==> config.mk <==
export PLATFORM = sky130hd
export DESIGN_NAME = power_module_command_map
export DESIGN_NICKNAME = d
export VERILOG_FILES = /design/src/rtl/cmd_map_pkg.sv /design/src/rtl/flag_bus_if.sv /design/src/rtl/power_module_command_map.sv /design/src/rtl/sticky_flags.sv
export SDC_FILE = /design/constraint.sdc
export NUM_CORES = 1
export LEC_CHECK = 0
export BUFFER_PORTS_ARGS = -buffer_cell sky130_fd_sc_hd__buf_2
export CORE_MARGIN = 3
export CORE_UTILIZATION = 30
export CTS_CLUSTER_DIAMETER = 80
export DETAILED_ROUTE_END_ITERATION = 7
export PLACE_DENSITY_LB_ADDON = 0.25
export REMOVE_ABC_BUFFERS = 1
export SETUP_SLACK_MARGIN = 0.02
export SLEW_MARGIN = 20
export SYNTH_ARGS = -nofsm -noshare
export SYNTH_HDL_FRONTEND = slang
export SYNTH_HIERARCHICAL = 1
export SYNTH_SLANG_ARGS = --single-unit
==> constraint.sdc <==
create_clock -name clk_in -period 4.1 [get_ports clk_in]
set_input_delay 0.205 -clock clk_in [delete_from_list [all_inputs] [get_ports clk_in]]
set_output_delay 0.205 -clock clk_in [all_outputs]
set_load 0.005 [all_outputs]
==> src/rtl/cmd_map_pkg.sv <==
// constants for the power module command-code register bank
package cmd_map_pkg;
   localparam logic [7:0]  CODE_OT_FAULT_ACTION  = 8'h50;
   localparam logic [7:0]  CODE_OT_WARN_LEVEL    = 8'h51;
   localparam logic [7:0]  CODE_UT_WARN_LEVEL    = 8'h52;
   localparam logic [7:0]  CODE_UT_FAULT_LEVEL   = 8'h53;
   localparam logic [7:0]  CODE_UT_FAULT_ACTION  = 8'h54;
   localparam logic [7:0]  CODE_VIN_OV_FAULT_LVL = 8'h55;
   localparam logic [7:0]  CODE_VIN_OV_FAULT_ACT = 8'h56;
   localparam logic [7:0]  CODE_VIN_OV_WARN_LVL  = 8'h57;
   localparam logic [7:0]  CODE_VIN_UV_WARN_LVL  = 8'h58;
   localparam logic [7:0]  CODE_VIN_UV_FAULT_LVL = 8'h59;
   localparam logic [7:0]  CODE_VIN_UV_FAULT_ACT = 8'h5A;
   localparam logic [7:0]  CODE_GOOD_THRESHOLD   = 8'h5E;
   localparam logic [7:0]  CODE_TURN_ON_DELAY_TIME_TIME   = 8'h60;
   localparam logic [7:0]  CODE_TON_RAMP_TIME    = 8'h61;
   localparam logic [7:0]  CODE_TURN_OFF_DELAY_TIME_TIME  = 8'h64;
   localparam logic [7:0]  CODE_TOFF_RAMP_TIME   = 8'h65;
   localparam logic [7:0]  CODE_SHORT_STATUS     = 8'h78;
   localparam logic [7:0]  CODE_FULL_STATUS      = 8'h79;
   localparam logic [7:0]  CODE_VOUT_FLAGS       = 8'h7A;
   localparam logic [7:0]  CODE_IOUT_FLAGS       = 8'h7B;
   localparam logic [7:0]  CODE_INPUT_FLAGS      = 8'h7C;
   localparam logic [7:0]  CODE_THERMAL_FLAGS    = 8'h7D;
   localparam logic [7:0]  CODE_CML_FLAGS        = 8'h7E;
   localparam logic [7:0]  CODE_DRV_SYNC_FLAGS   = 8'h80;
   localparam logic [7:0]  CODE_VIN_READING      = 8'h88;
   localparam logic [7:0]  CODE_VOUT_READING     = 8'h8B;
   localparam logic [7:0]  CODE_IOUT_READING     = 8'h8C;
   localparam logic [7:0]  CODE_VOUT_MODE        = 8'h20;
   localparam logic [7:0]  CODE_CLEAR_FAULTS     = 8'h03;

   localparam logic [7:0]  RST_FAULT_ACTION      = 8'h80;
   localparam logic [15:0] RST_OT_WARN_LEVEL     = 16'hEB70;
   localparam logic [15:0] RST_UT_WARN_LEVEL     = 16'hDC40;
   localparam logic [15:0] RST_UT_FAULT_LEVEL    = 16'hE530;
   localparam logic [15:0] RST_VIN_OV_FAULT_LVL  = 16'hD3A0;
   localparam logic [15:0] RST_VIN_OV_WARN_LVL   = 16'hD34D;
   localparam logic [15:0] RST_RAMP_TIME         = 16'hCA80;
   localparam logic [15:0] RST_WORD_ZERO         = 16'h0000;
   localparam logic [7:0]  RST_BYTE_ZERO         = 8'h00;
   localparam logic [7:0]  VOUT_MODE_VALUE       = 8'h13;

   // linear-11 field layout
   localparam int L11_EXP_MSB = 15;
   localparam int L11_EXP_LSB = 11;
   localparam int L11_MAN_MSB = 10;
   localparam int MAN_W       = 11;
   // strap default scaling: 1.10 = 11/10, 0.9 = 9/10
   localparam logic [4:0]  UV_WARN_NUM = 5'h0B;
   localparam logic [4:0]  PG_NUM      = 5'h09;
   localparam logic [4:0]  SCALE_DEN   = 5'h0A;

   localparam int NUM_FLAG_GROUPS = 6;
   typedef logic [7:0] byte_t;
   typedef logic [15:0] word_t;
endpackage : cmd_map_pkg

==> src/rtl/flag_bus_if.sv <==
// interface carrying sticky flag group events and clear between modules
`timescale 1ns/10ps
interface flag_bus_if;
   logic [cmd_map_pkg::NUM_FLAG_GROUPS*8-1:0] events;
   logic                                      clear;
   logic [cmd_map_pkg::NUM_FLAG_GROUPS*8-1:0] flags;
   modport bank (output events, output clear, input flags);
   modport hold (input events, input clear, output flags);
endinterface : flag_bus_if

==> src/rtl/power_module_command_map.sv <==
// command-code register bank with status, limits, timing and telemetry
// Behaviour
// byte at 50h selects over-temperature fault action, resets to 80h
// over-temperature warning word at 51h, resets to EB70h
// under-temperature warning word at 52h, resets to DC40h
// under-temperature fault word at 53h, resets to E530h
// byte at 54h selects under-temperature fault action, resets to 80h
// input overvoltage warning word at 57h, resets to D34Dh
// input undervoltage warning word at 58h defaults to 1.10 times fault level
// power-good threshold at 5Eh defaults to 0.9 times strapped output voltage
// turn-on delay word at 60h, reset CA80h, waited before output rise
// turn-on ramp word at 61h, reset CA80h, used after turn-on delay
// turn-off delay word at 64h, reset CA80h, waited before output fall
// turn-off ramp word at 65h, reset CA80h, used after turn-off delay
// read-only short status at 78h, zero with no fault
// read-only 16-bit status summary at 79h, zero with no fault
// read-only input status at 7Ch, zero with no input fault
// read-only thermal status at 7Dh, zero with no fault or warning
// read-only comm, logic and memory status at 7Eh, zero with no error
// read-only driver supply and sync status at 80h, zero with no fault
// measured input voltage read as linear-eleven word at 88h
// measured output voltage read as unsigned linear-sixteen word at 8Bh
// measured output current read as linear-eleven word at 8Ch
// output voltage exponent fixed at -13; mode byte reads 13h
// linear-eleven words: 5-bit exponent high, 11-bit signed mantissa low
// status flags stick until clear-faults; writes to status codes ignored
`timescale 1ns/10ps
module power_module_command_map (
   // clock and reset
   input  wire logic                 clk_in,
   input  wire logic                 rstn_in,
   // command port from the serial bus engine
   input  wire logic                 wr_en_in,
   input  wire logic                 rd_en_in,
   input  wire logic                 send_byte_in,
   input  wire cmd_map_pkg::byte_t   cmd_code_in,
   input  wire cmd_map_pkg::word_t   wr_data_in,
   output logic                      rd_valid_out,
   output cmd_map_pkg::word_t        rd_data_out,
   output logic                      rd_word_out,
   output logic                      cmd_unknown_out,
   // straps sampled at reset release
   input  wire cmd_map_pkg::word_t   strap_vout_in,
   input  wire cmd_map_pkg::word_t   strap_vin_uv_in,
   // fault and warning events from the analog monitors
   input  wire logic [7:0]           vout_event_in,
   input  wire logic [7:0]           iout_event_in,
   input  wire logic [7:0]           input_event_in,
   input  wire logic [7:0]           thermal_event_in,
   input  wire logic [7:0]           cml_event_in,
   input  wire logic [7:0]           drv_sync_event_in,
   // telemetry from the converters
   input  wire cmd_map_pkg::word_t   vin_meas_in,
   input  wire cmd_map_pkg::word_t   vout_meas_in,
   input  wire cmd_map_pkg::word_t   iout_meas_in,
   // settings to the regulation loop
   output cmd_map_pkg::byte_t        ot_fault_action_out,
   output cmd_map_pkg::byte_t        ut_fault_action_out,
   output cmd_map_pkg::byte_t        vin_ov_fault_action_out,
   output cmd_map_pkg::byte_t        vin_uv_fault_action_out,
   output cmd_map_pkg::word_t        ot_warn_level_out,
   output cmd_map_pkg::word_t        ut_warn_level_out,
   output cmd_map_pkg::word_t        ut_fault_level_out,
   output cmd_map_pkg::word_t        vin_ov_fault_level_out,
   output cmd_map_pkg::word_t        vin_ov_warn_level_out,
   output cmd_map_pkg::word_t        vin_uv_warn_level_out,
   output cmd_map_pkg::word_t        vin_uv_fault_level_out,
   output cmd_map_pkg::word_t        good_threshold_out,
   output cmd_map_pkg::word_t        turn_on_delay_time_out,
   output cmd_map_pkg::word_t        ton_ramp_out,
   output cmd_map_pkg::word_t        turn_off_delay_time_out,
   output cmd_map_pkg::word_t        toff_ramp_out
);
   import cmd_map_pkg::*;

   // scale a word by num/den, saturating at the word range
   function automatic word_t scale_word(input word_t v, input logic [4:0] num);
      logic [20:0] prod;
      logic [20:0] quot;
      prod = 21'(v) * 21'(num);
      quot = prod / 21'(SCALE_DEN);
      scale_word = (quot > 21'(16'hFFFF)) ? 16'hFFFF : quot[15:0];
   endfunction : scale_word

   // linear-eleven scaling keeps the exponent and scales the mantissa
   function automatic word_t scale_l11(input word_t v, input logic [4:0] num);
      logic signed [MAN_W-1:0]  man;
      logic signed [MAN_W+5:0]  prod;
      logic signed [MAN_W+5:0]  quot;
      logic [4:0]               ex;
      man  = v[L11_MAN_MSB:0];
      ex   = v[L11_EXP_MSB:L11_EXP_LSB];
      prod = (MAN_W+6)'(man) * $signed({1'b0, num});
      quot = prod / $signed({1'b0, SCALE_DEN});
      if (quot > (MAN_W+6)'(1023)) begin
         quot = (MAN_W+6)'(1023);
      end
      if (quot < -(MAN_W+6)'(1024)) begin
         quot = -(MAN_W+6)'(1024);
      end
      scale_l11 = {ex, quot[MAN_W-1:0]};
   endfunction : scale_l11

   // read-only status, telemetry and output voltage mode codes
   function automatic logic is_read_only(input byte_t c);
      is_read_only = (c == CODE_SHORT_STATUS) || (c == CODE_FULL_STATUS) ||
                     (c == CODE_VOUT_FLAGS) || (c == CODE_IOUT_FLAGS) ||
                     (c == CODE_INPUT_FLAGS) || (c == CODE_THERMAL_FLAGS) ||
                     (c == CODE_CML_FLAGS) || (c == CODE_DRV_SYNC_FLAGS) ||
                     (c == CODE_VIN_READING) || (c == CODE_VOUT_READING) ||
                     (c == CODE_IOUT_READING) || (c == CODE_VOUT_MODE);
   endfunction : is_read_only

   // configuration registers
   byte_t ot_act_q, ot_act_d, ut_act_q, ut_act_d;
   byte_t ov_act_q, ov_act_d, uv_act_q, uv_act_d;
   word_t ot_warn_q, ot_warn_d, ut_warn_q, ut_warn_d, ut_flt_q, ut_flt_d;
   word_t ov_flt_q, ov_flt_d, ov_warn_q, ov_warn_d;
   word_t uv_warn_q, uv_warn_d, uv_flt_q, uv_flt_d, pg_q, pg_d;
   word_t ton_dly_q, ton_dly_d, turn_on_ramp_time_q, turn_on_ramp_time_d;
   word_t toff_dly_q, toff_dly_d, turn_off_ramp_time_q, turn_off_ramp_time_d;
   logic  strap_pend_q, strap_pend_d;

   // read path
   logic  rd_valid_q, rd_valid_d, rd_word_q, rd_word_d, unk_q, unk_d;
   word_t rd_data_q, rd_data_d;

   flag_bus_if fb ();
   logic [7:0] vout_f, iout_f, in_f, th_f, cml_f, drv_f;
   logic [7:0] short_stat;
   word_t      full_stat;

   assign fb.events = {drv_sync_event_in, cml_event_in, thermal_event_in,
                       input_event_in, iout_event_in, vout_event_in};
   assign fb.clear  = send_byte_in && (cmd_code_in == CODE_CLEAR_FAULTS);
   assign {drv_f, cml_f, th_f, in_f, iout_f, vout_f} = fb.flags;

   sticky_flags sticky_flags_i (
      .clk_in  (clk_in),
      .rstn_in (rstn_in),
      .fb      (fb)
   );

   // summary: one bit per non-empty group, low byte mirrors short status
   assign short_stat = {2'h0, |vout_f, |iout_f, |in_f, |th_f, |cml_f, |drv_f};
   assign full_stat  = {8'h00, short_stat};

   // write decode and strap defaults
   always_comb begin
      ot_act_d     = ot_act_q;
      ut_act_d     = ut_act_q;
      ov_act_d     = ov_act_q;
      uv_act_d     = uv_act_q;
      ot_warn_d    = ot_warn_q;
      ut_warn_d    = ut_warn_q;
      ut_flt_d     = ut_flt_q;
      ov_flt_d     = ov_flt_q;
      ov_warn_d    = ov_warn_q;
      uv_warn_d    = uv_warn_q;
      uv_flt_d     = uv_flt_q;
      pg_d         = pg_q;
      ton_dly_d    = ton_dly_q;
      turn_on_ramp_time_d   = turn_on_ramp_time_q;
      toff_dly_d   = toff_dly_q;
      turn_off_ramp_time_d  = turn_off_ramp_time_q;
      strap_pend_d = 1'b0;
      if (strap_pend_q) begin
         uv_flt_d  = strap_vin_uv_in;
         uv_warn_d = scale_l11(strap_vin_uv_in, UV_WARN_NUM);
         pg_d      = scale_word(strap_vout_in, PG_NUM);
      end else if (wr_en_in && !is_read_only(cmd_code_in)) begin
         unique case (cmd_code_in)
            CODE_OT_FAULT_ACTION:  ot_act_d    = wr_data_in[7:0];
            CODE_OT_WARN_LEVEL:    ot_warn_d   = wr_data_in;
            CODE_UT_WARN_LEVEL:    ut_warn_d   = wr_data_in;
            CODE_UT_FAULT_LEVEL:   ut_flt_d    = wr_data_in;
            CODE_UT_FAULT_ACTION:  ut_act_d    = wr_data_in[7:0];
            CODE_VIN_OV_FAULT_LVL: ov_flt_d    = wr_data_in;
            CODE_VIN_OV_FAULT_ACT: ov_act_d    = wr_data_in[7:0];
            CODE_VIN_OV_WARN_LVL:  ov_warn_d   = wr_data_in;
            CODE_VIN_UV_WARN_LVL:  uv_warn_d   = wr_data_in;
            CODE_VIN_UV_FAULT_LVL: uv_flt_d    = wr_data_in;
            CODE_VIN_UV_FAULT_ACT: uv_act_d    = wr_data_in[7:0];
            CODE_GOOD_THRESHOLD:   pg_d        = wr_data_in;
            CODE_TURN_ON_DELAY_TIME_TIME:   ton_dly_d   = wr_data_in;
            CODE_TON_RAMP_TIME:    turn_on_ramp_time_d  = wr_data_in;
            CODE_TURN_OFF_DELAY_TIME_TIME:  toff_dly_d  = wr_data_in;
            CODE_TOFF_RAMP_TIME:   turn_off_ramp_time_d = wr_data_in;
            default: ;
         endcase
      end
   end

   always_ff @(posedge clk_in or negedge rstn_in) begin
      if (!rstn_in) begin
         ot_act_q     <= RST_FAULT_ACTION;
         ut_act_q     <= RST_FAULT_ACTION;
         ov_act_q     <= RST_FAULT_ACTION;
         uv_act_q     <= RST_FAULT_ACTION;
         ot_warn_q    <= RST_OT_WARN_LEVEL;
         ut_warn_q    <= RST_UT_WARN_LEVEL;
         ut_flt_q     <= RST_UT_FAULT_LEVEL;
         ov_flt_q     <= RST_VIN_OV_FAULT_LVL;
         ov_warn_q    <= RST_VIN_OV_WARN_LVL;
         uv_warn_q    <= RST_WORD_ZERO;
         uv_flt_q     <= RST_WORD_ZERO;
         pg_q         <= RST_WORD_ZERO;
         ton_dly_q    <= RST_RAMP_TIME;
         turn_on_ramp_time_q   <= RST_RAMP_TIME;
         toff_dly_q   <= RST_RAMP_TIME;
         turn_off_ramp_time_q  <= RST_RAMP_TIME;
         strap_pend_q <= 1'b1;
      end else begin
         ot_act_q     <= ot_act_d;
         ut_act_q     <= ut_act_d;
         ov_act_q     <= ov_act_d;
         uv_act_q     <= uv_act_d;
         ot_warn_q    <= ot_warn_d;
         ut_warn_q    <= ut_warn_d;
         ut_flt_q     <= ut_flt_d;
         ov_flt_q     <= ov_flt_d;
         ov_warn_q    <= ov_warn_d;
         uv_warn_q    <= uv_warn_d;
         uv_flt_q     <= uv_flt_d;
         pg_q         <= pg_d;
         ton_dly_q    <= ton_dly_d;
         turn_on_ramp_time_q   <= turn_on_ramp_time_d;
         toff_dly_q   <= toff_dly_d;
         turn_off_ramp_time_q  <= turn_off_ramp_time_d;
         strap_pend_q <= strap_pend_d;
      end
   end

   // read mux, answered one cycle after the request
   always_comb begin
      rd_valid_d = rd_en_in;
      rd_word_d  = rd_word_q;
      rd_data_d  = rd_data_q;
      unk_d      = 1'b0;
      if (rd_en_in) begin
         rd_word_d = 1'b1;
         unique case (cmd_code_in)
            CODE_OT_FAULT_ACTION:  begin
               rd_data_d = {8'h00, ot_act_q};
               rd_word_d = 1'b0;
            end
            CODE_OT_WARN_LEVEL:    rd_data_d = ot_warn_q;
            CODE_UT_WARN_LEVEL:    rd_data_d = ut_warn_q;
            CODE_UT_FAULT_LEVEL:   rd_data_d = ut_flt_q;
            CODE_UT_FAULT_ACTION:  begin
               rd_data_d = {8'h00, ut_act_q};
               rd_word_d = 1'b0;
            end
            CODE_VIN_OV_FAULT_LVL: rd_data_d = ov_flt_q;
            CODE_VIN_OV_FAULT_ACT: begin
               rd_data_d = {8'h00, ov_act_q};
               rd_word_d = 1'b0;
            end
            CODE_VIN_OV_WARN_LVL:  rd_data_d = ov_warn_q;
            CODE_VIN_UV_WARN_LVL:  rd_data_d = uv_warn_q;
            CODE_VIN_UV_FAULT_LVL: rd_data_d = uv_flt_q;
            CODE_VIN_UV_FAULT_ACT: begin
               rd_data_d = {8'h00, uv_act_q};
               rd_word_d = 1'b0;
            end
            CODE_GOOD_THRESHOLD:   rd_data_d = pg_q;
            CODE_TURN_ON_DELAY_TIME_TIME:   rd_data_d = ton_dly_q;
            CODE_TON_RAMP_TIME:    rd_data_d = turn_on_ramp_time_q;
            CODE_TURN_OFF_DELAY_TIME_TIME:  rd_data_d = toff_dly_q;
            CODE_TOFF_RAMP_TIME:   rd_data_d = turn_off_ramp_time_q;
            CODE_SHORT_STATUS:     begin
               rd_data_d = {8'h00, short_stat};
               rd_word_d = 1'b0;
            end
            CODE_FULL_STATUS:      rd_data_d = full_stat;
            CODE_VOUT_FLAGS:       begin
               rd_data_d = {8'h00, vout_f};
               rd_word_d = 1'b0;
            end
            CODE_IOUT_FLAGS:       begin
               rd_data_d = {8'h00, iout_f};
               rd_word_d = 1'b0;
            end
            CODE_INPUT_FLAGS:      begin
               rd_data_d = {8'h00, in_f};
               rd_word_d = 1'b0;
            end
            CODE_THERMAL_FLAGS:    begin
               rd_data_d = {8'h00, th_f};
               rd_word_d = 1'b0;
            end
            CODE_CML_FLAGS:        begin
               rd_data_d = {8'h00, cml_f};
               rd_word_d = 1'b0;
            end
            CODE_DRV_SYNC_FLAGS:   begin
               rd_data_d = {8'h00, drv_f};
               rd_word_d = 1'b0;
            end
            CODE_VIN_READING:      rd_data_d = vin_meas_in;
            CODE_VOUT_READING:     rd_data_d = vout_meas_in;
            CODE_IOUT_READING:     rd_data_d = iout_meas_in;
            CODE_VOUT_MODE:        begin
               rd_data_d = {8'h00, VOUT_MODE_VALUE};
               rd_word_d = 1'b0;
            end
            default: begin
               rd_data_d = RST_WORD_ZERO;
               unk_d     = 1'b1;
            end
         endcase
      end
   end

   always_ff @(posedge clk_in or negedge rstn_in) begin
      if (!rstn_in) begin
         rd_valid_q <= 1'b0;
         rd_word_q  <= 1'b0;
         rd_data_q  <= RST_WORD_ZERO;
         unk_q      <= 1'b0;
      end else begin
         rd_valid_q <= rd_valid_d;
         rd_word_q  <= rd_word_d;
         rd_data_q  <= rd_data_d;
         unk_q      <= unk_d;
      end
   end

   assign rd_valid_out            = rd_valid_q;
   assign rd_data_out             = rd_data_q;
   assign rd_word_out             = rd_word_q;
   assign cmd_unknown_out         = unk_q;
   assign ot_fault_action_out     = ot_act_q;
   assign ut_fault_action_out     = ut_act_q;
   assign vin_ov_fault_action_out = ov_act_q;
   assign vin_uv_fault_action_out = uv_act_q;
   assign ot_warn_level_out       = ot_warn_q;
   assign ut_warn_level_out       = ut_warn_q;
   assign ut_fault_level_out      = ut_flt_q;
   assign vin_ov_fault_level_out  = ov_flt_q;
   assign vin_ov_warn_level_out   = ov_warn_q;
   assign vin_uv_warn_level_out   = uv_warn_q;
   assign vin_uv_fault_level_out  = uv_flt_q;
   assign good_threshold_out      = pg_q;
   assign turn_on_delay_time_out           = ton_dly_q;
   assign ton_ramp_out            = turn_on_ramp_time_q;
   assign turn_off_delay_time_out          = toff_dly_q;
   assign toff_ramp_out           = turn_off_ramp_time_q;
endmodule : power_module_command_map

==> src/rtl/sticky_flags.sv <==
// sticky status flags, set by events and cleared by a clear command
`timescale 1ns/10ps
module sticky_flags (
   // clock and reset
   input  wire logic clk_in,
   input  wire logic rstn_in,
   // flag carrier
   flag_bus_if.hold  fb
);
   import cmd_map_pkg::*;
   localparam int W = NUM_FLAG_GROUPS * 8;
   logic [W-1:0] flags_q;
   logic [W-1:0] flags_d;

   genvar g;
   generate
      for (g = 0; g < W; g++) begin : g_bit
         // set wins over clear
         always_comb begin
            flags_d[g] = fb.events[g] | (flags_q[g] & ~fb.clear);
         end
      end
   endgenerate

   always_ff @(posedge clk_in or negedge rstn_in) begin
      if (!rstn_in) begin
         flags_q <= '0;
      end else begin
         flags_q <= flags_d;
      end
   end
   assign fb.flags = flags_q;
endmodule : sticky_flags

==> impl_results.md <==
* Crit end category: flip-flop
* Syn avg cell area at 9.25 um2
* Reg area at 7390 um2
* YS warnings at 6
* Slowest CP cell: or4_4
* Most common library cells after synthesis: dfrtp_1, nand2_1, mux2_2
* Flop-to-flop setup slack at 1680 ps
* H-tree lvl count at 2
* Filler Cells Inserted at 6,285
* RSZ-0062 raised after global routing: true
* Tmin final at 9250 ps
* DRC Markers at 0
* Initial antenna violation count at 2
* Tot Pwr at 26.4 mW
* Proportion of layout cells with a drive suffix above 1 at 50.3%
* TritonCTS clock tree: built
* Final ANT Viol Nets at 0
* Sw frac at 43.0%
* Largest net degree at the start of global routing at 112
* Post-DP Area at 26,900 um2
* Worst stage delay on the critical path at 600 ps
* Flop pwr share at 13.1%
* Synth-to-Final Area Change at 53.9%
* Die Wd at 267 um
* IO buf count at 399
* Seq cells post-synth at 292
* Clock tree buffer depth at 3
* CP Class: input pin to flip-flop
* Top cells by area, synth: dfrtp_1, mux2_2, dfstp_2
* Int Pwr at 15.0 mW
* Crit path DAT at 9730 ps
* Die area at 71,000 um2
* Critical Path Source Type: input pin
* Clock power frac at 11.9%
* Initial DRC count at 1,850
* Post-synth top area cell: dfrtp_1
* Final Setup Violations at 21
* Clk sink count at 292
* Total gr overflow at 0
* Sw power at 11.4 mW
* Vias in the first global route at 23,600
* Core area at 66,500 um2
* Fin area at 31,300 um2
* Power density over the cells at 843 nW/um2
* Hold Crit Class: input pin to flip-flop
* Clock skew at 27.8 ps
* Worst-skew pair later-pin latency at 570 ps
* Combinational power share at 75.0%
* Worst Setup SP: strap_vin_uv_in[1]
* Most used standard cell by instance count after synthesis: dfrtp_1
* First-pass GRT wire length at 144 mm
* Post-layout nets at 3,376
* TritonCTS Buffers at 35
* Final Cycle Share at 226%
* Max-cap violations at 0
* Tot GR Track Use at 26.1%
* Leakage power at 14.4 nW
* CP required at 4580 ps
* Ys flop type: dfrtp_1
* Crit-path max FO at 6
* WL final at 98.1 mm
* Peak VDD IR at 717 uV
* Ys async rst share at 100%
* Status: complete, but fails checks
* Initial Util at 30.6%
* Clock-pin slew on the worst setup and hold paths at 60 ps
* Relative slew slack at 31.2%
* Top cell by count, worst path: buf_6
* EDFF count, synth at 0
* Root Buffer: clkbuf_16
* I/O pin cnt at 400
* Fin. Hold Viols at 0
* Fmax at 0.108 GHz
* CP endpoint: vin_uv_warn_level_out[9]$_DFFE_PN0P_
* Dpl hpwl at 73.7 mm
* GPL Wtd Cong at 0.972
* WL/cell at 24.2 um
* Distinct cells, synth at 103
* Worst slew pin tran at 1030 ps
* Vias per cell at 5.75
* Row count at 94
* Post-Syn Area at 20,400 um2
* Final Slew Violations at 0
* Post-Syn Instances at 2,202
* Reg2reg path depth at 5
* Failing checks: setup timing
* Post-synth top area share at 28.1%
* DRT Pass-1 Iters at 6
* Multi-input gate area at 14,000 um2
* Final worst setup slack at -5150 ps
* Register area share after synthesis at 36.3%
* Crit Reg-Reg Endpoint: ut_warn_level_out[9]$_DFFE_PN0P_
* Die height at 267 um
* RR Startpoint: strap_pend_q$_DFF_PN1_
* Vias at 23,300
critical path: cells and delay by family:
kind                     cells  cell delay [ps]
XOR/XNOR                     1              130
AND/OR/NAND/NOR              9             2620
adder cells (fa/ha/maj)      5             1500
buffers and inverters        9             1030
AO/OA/AOI/OAI               20             4200
layer usage:
metal	global-route usage (%)	vias up	share of wire, %
li1	-	10400	-
met1	31.8	11600	40
met2	45.3	1020	48
met3	4.29	272	6.9
met4	12.0	0	5.1
met5	0	-	0
placed cells by master, fill, tap and decap left out, drive strengths merged, types with 63 or more instances in the layout:
master / n
a21o: 66
a21oi: 96
a22oi: 91
buf: 999
dfrtp: 229
dfstp: 63
inv: 65
mux2: 180
nand2: 219
nor2: 123
o21ai: 105
flip-flops by register name, summed over array words and instances, names as in the netlist:
signal,flops
sticky_flags_i/fb.flags,48
good_threshold_out,16
ot_warn_level_out,16
rd_data_out,16
toff_ramp_out,16
ton_ramp_out,16
turn_off_delay_time_out,16
turn_on_delay_time_out,16
ut_fault_level_out,16
ut_warn_level_out,16
vin_ov_fault_level_out,16
vin_ov_warn_level_out,16
vin_uv_fault_level_out,16
vin_uv_warn_level_out,16
ot_fault_action_out,8
ut_fault_action_out,8
vin_ov_fault_action_out,8
vin_uv_fault_action_out,8
cmd_unknown_out,1
rd_valid_out,1
rd_word_out,1
strap_pend_q,1
logic make-up after synthesis:
| logic type | share of synthesized area (%) |
|---|---|
| AOI/OAI and AO/OA | 24.5 |
| and+or+nand+nor | 16.0 |
| adders and majority gates | 4.48 |
| muxes | 11.9 |
| xor gates and xnor gates | 2.80 |
| buffers and inverters | 4.11 |
| other | 0.0184 |
| DFF | 36.3 |
how the worst min path moves through the flow:
stage | start | end | slack, ps | depth (start not counted)
after floorplan | rstn_in | cmd_unknown_out$_DFF_PN0_ | -90 | 0
after global placement | rstn_in | ut_fault_level_out[12]$_DFFE_PN0P_ | 270 | 1
after detailed placement | rstn_in | rd_valid_out$_DFF_PN0_ | 270 | 1
after CTS | iout_meas_in[15] | rd_data_out[15]$_DFFE_PN0P_ | 4 | 4
after global routing | iout_meas_in[15] | rd_data_out[15]$_DFFE_PN0P_ | 30 | 4
final | iout_meas_in[15] | rd_data_out[15]$_DFFE_PN0P_ | 20 | 4
area by class of cell:
class	count	share of cell area [%]
clock buffer	45	3.04
tap	864	3.45
clock inverter	19	0.675
multi-input combinational	1704	44.7
antenna	1	0.00799
sequential	292	23.6
timing repair buffer	1058	23.8
inverter	63	0.771
power groups by stage:
| stage | clock network (mW) | logic (mW) | registers, mW |
|---|---|---|---|
| 2_1_floorplan | 0 | 7.18 | 3.31 |
| 3_3_place_gp | 0 | 14.6 | 3.48 |
| 3_5_place_dp | 0 | 14.6 | 3.49 |
| 4_1_cts | 3.21 | 17.4 | 3.44 |
| 5_1_grt | 3.32 | 21.2 | 3.45 |
| 6_report | 3.15 | 19.8 | 3.45 |
through the flow:
| step | hold WS [ps] | TNS, ps | cells | setup slack (ps) | utilization (%) |
|---|---|---|---|---|---|
| 2_1_floorplan | -90.6 | -89780 | 2056 | -6060 | - |
| 3_3_place_gp | 274 | -94390 | 3835 | -6180 | 40.5 |
| 3_5_place_dp | 273 | -98140 | 3835 | -6470 | 40.5 |
| 4_1_cts | 4.01 | -68260 | 4015 | -5020 | 45.6 |
| 5_1_grt | 29.5 | -76000 | 4045 | -5550 | 47.2 |
| 6_report | 24.3 | -70090 | 4046 | -5150 | 47.2 |
what timing repair did:
item                       4_1_cts  5_1_grt
hold endpoints to repair       149        0
cloned                           5        0
hold buffers                    58        0
setup buffers                   57       34
pin swaps                      130      123
resized for setup              263      161
setup endpoints to repair       23       23
(Power assumes the default switching activity.)
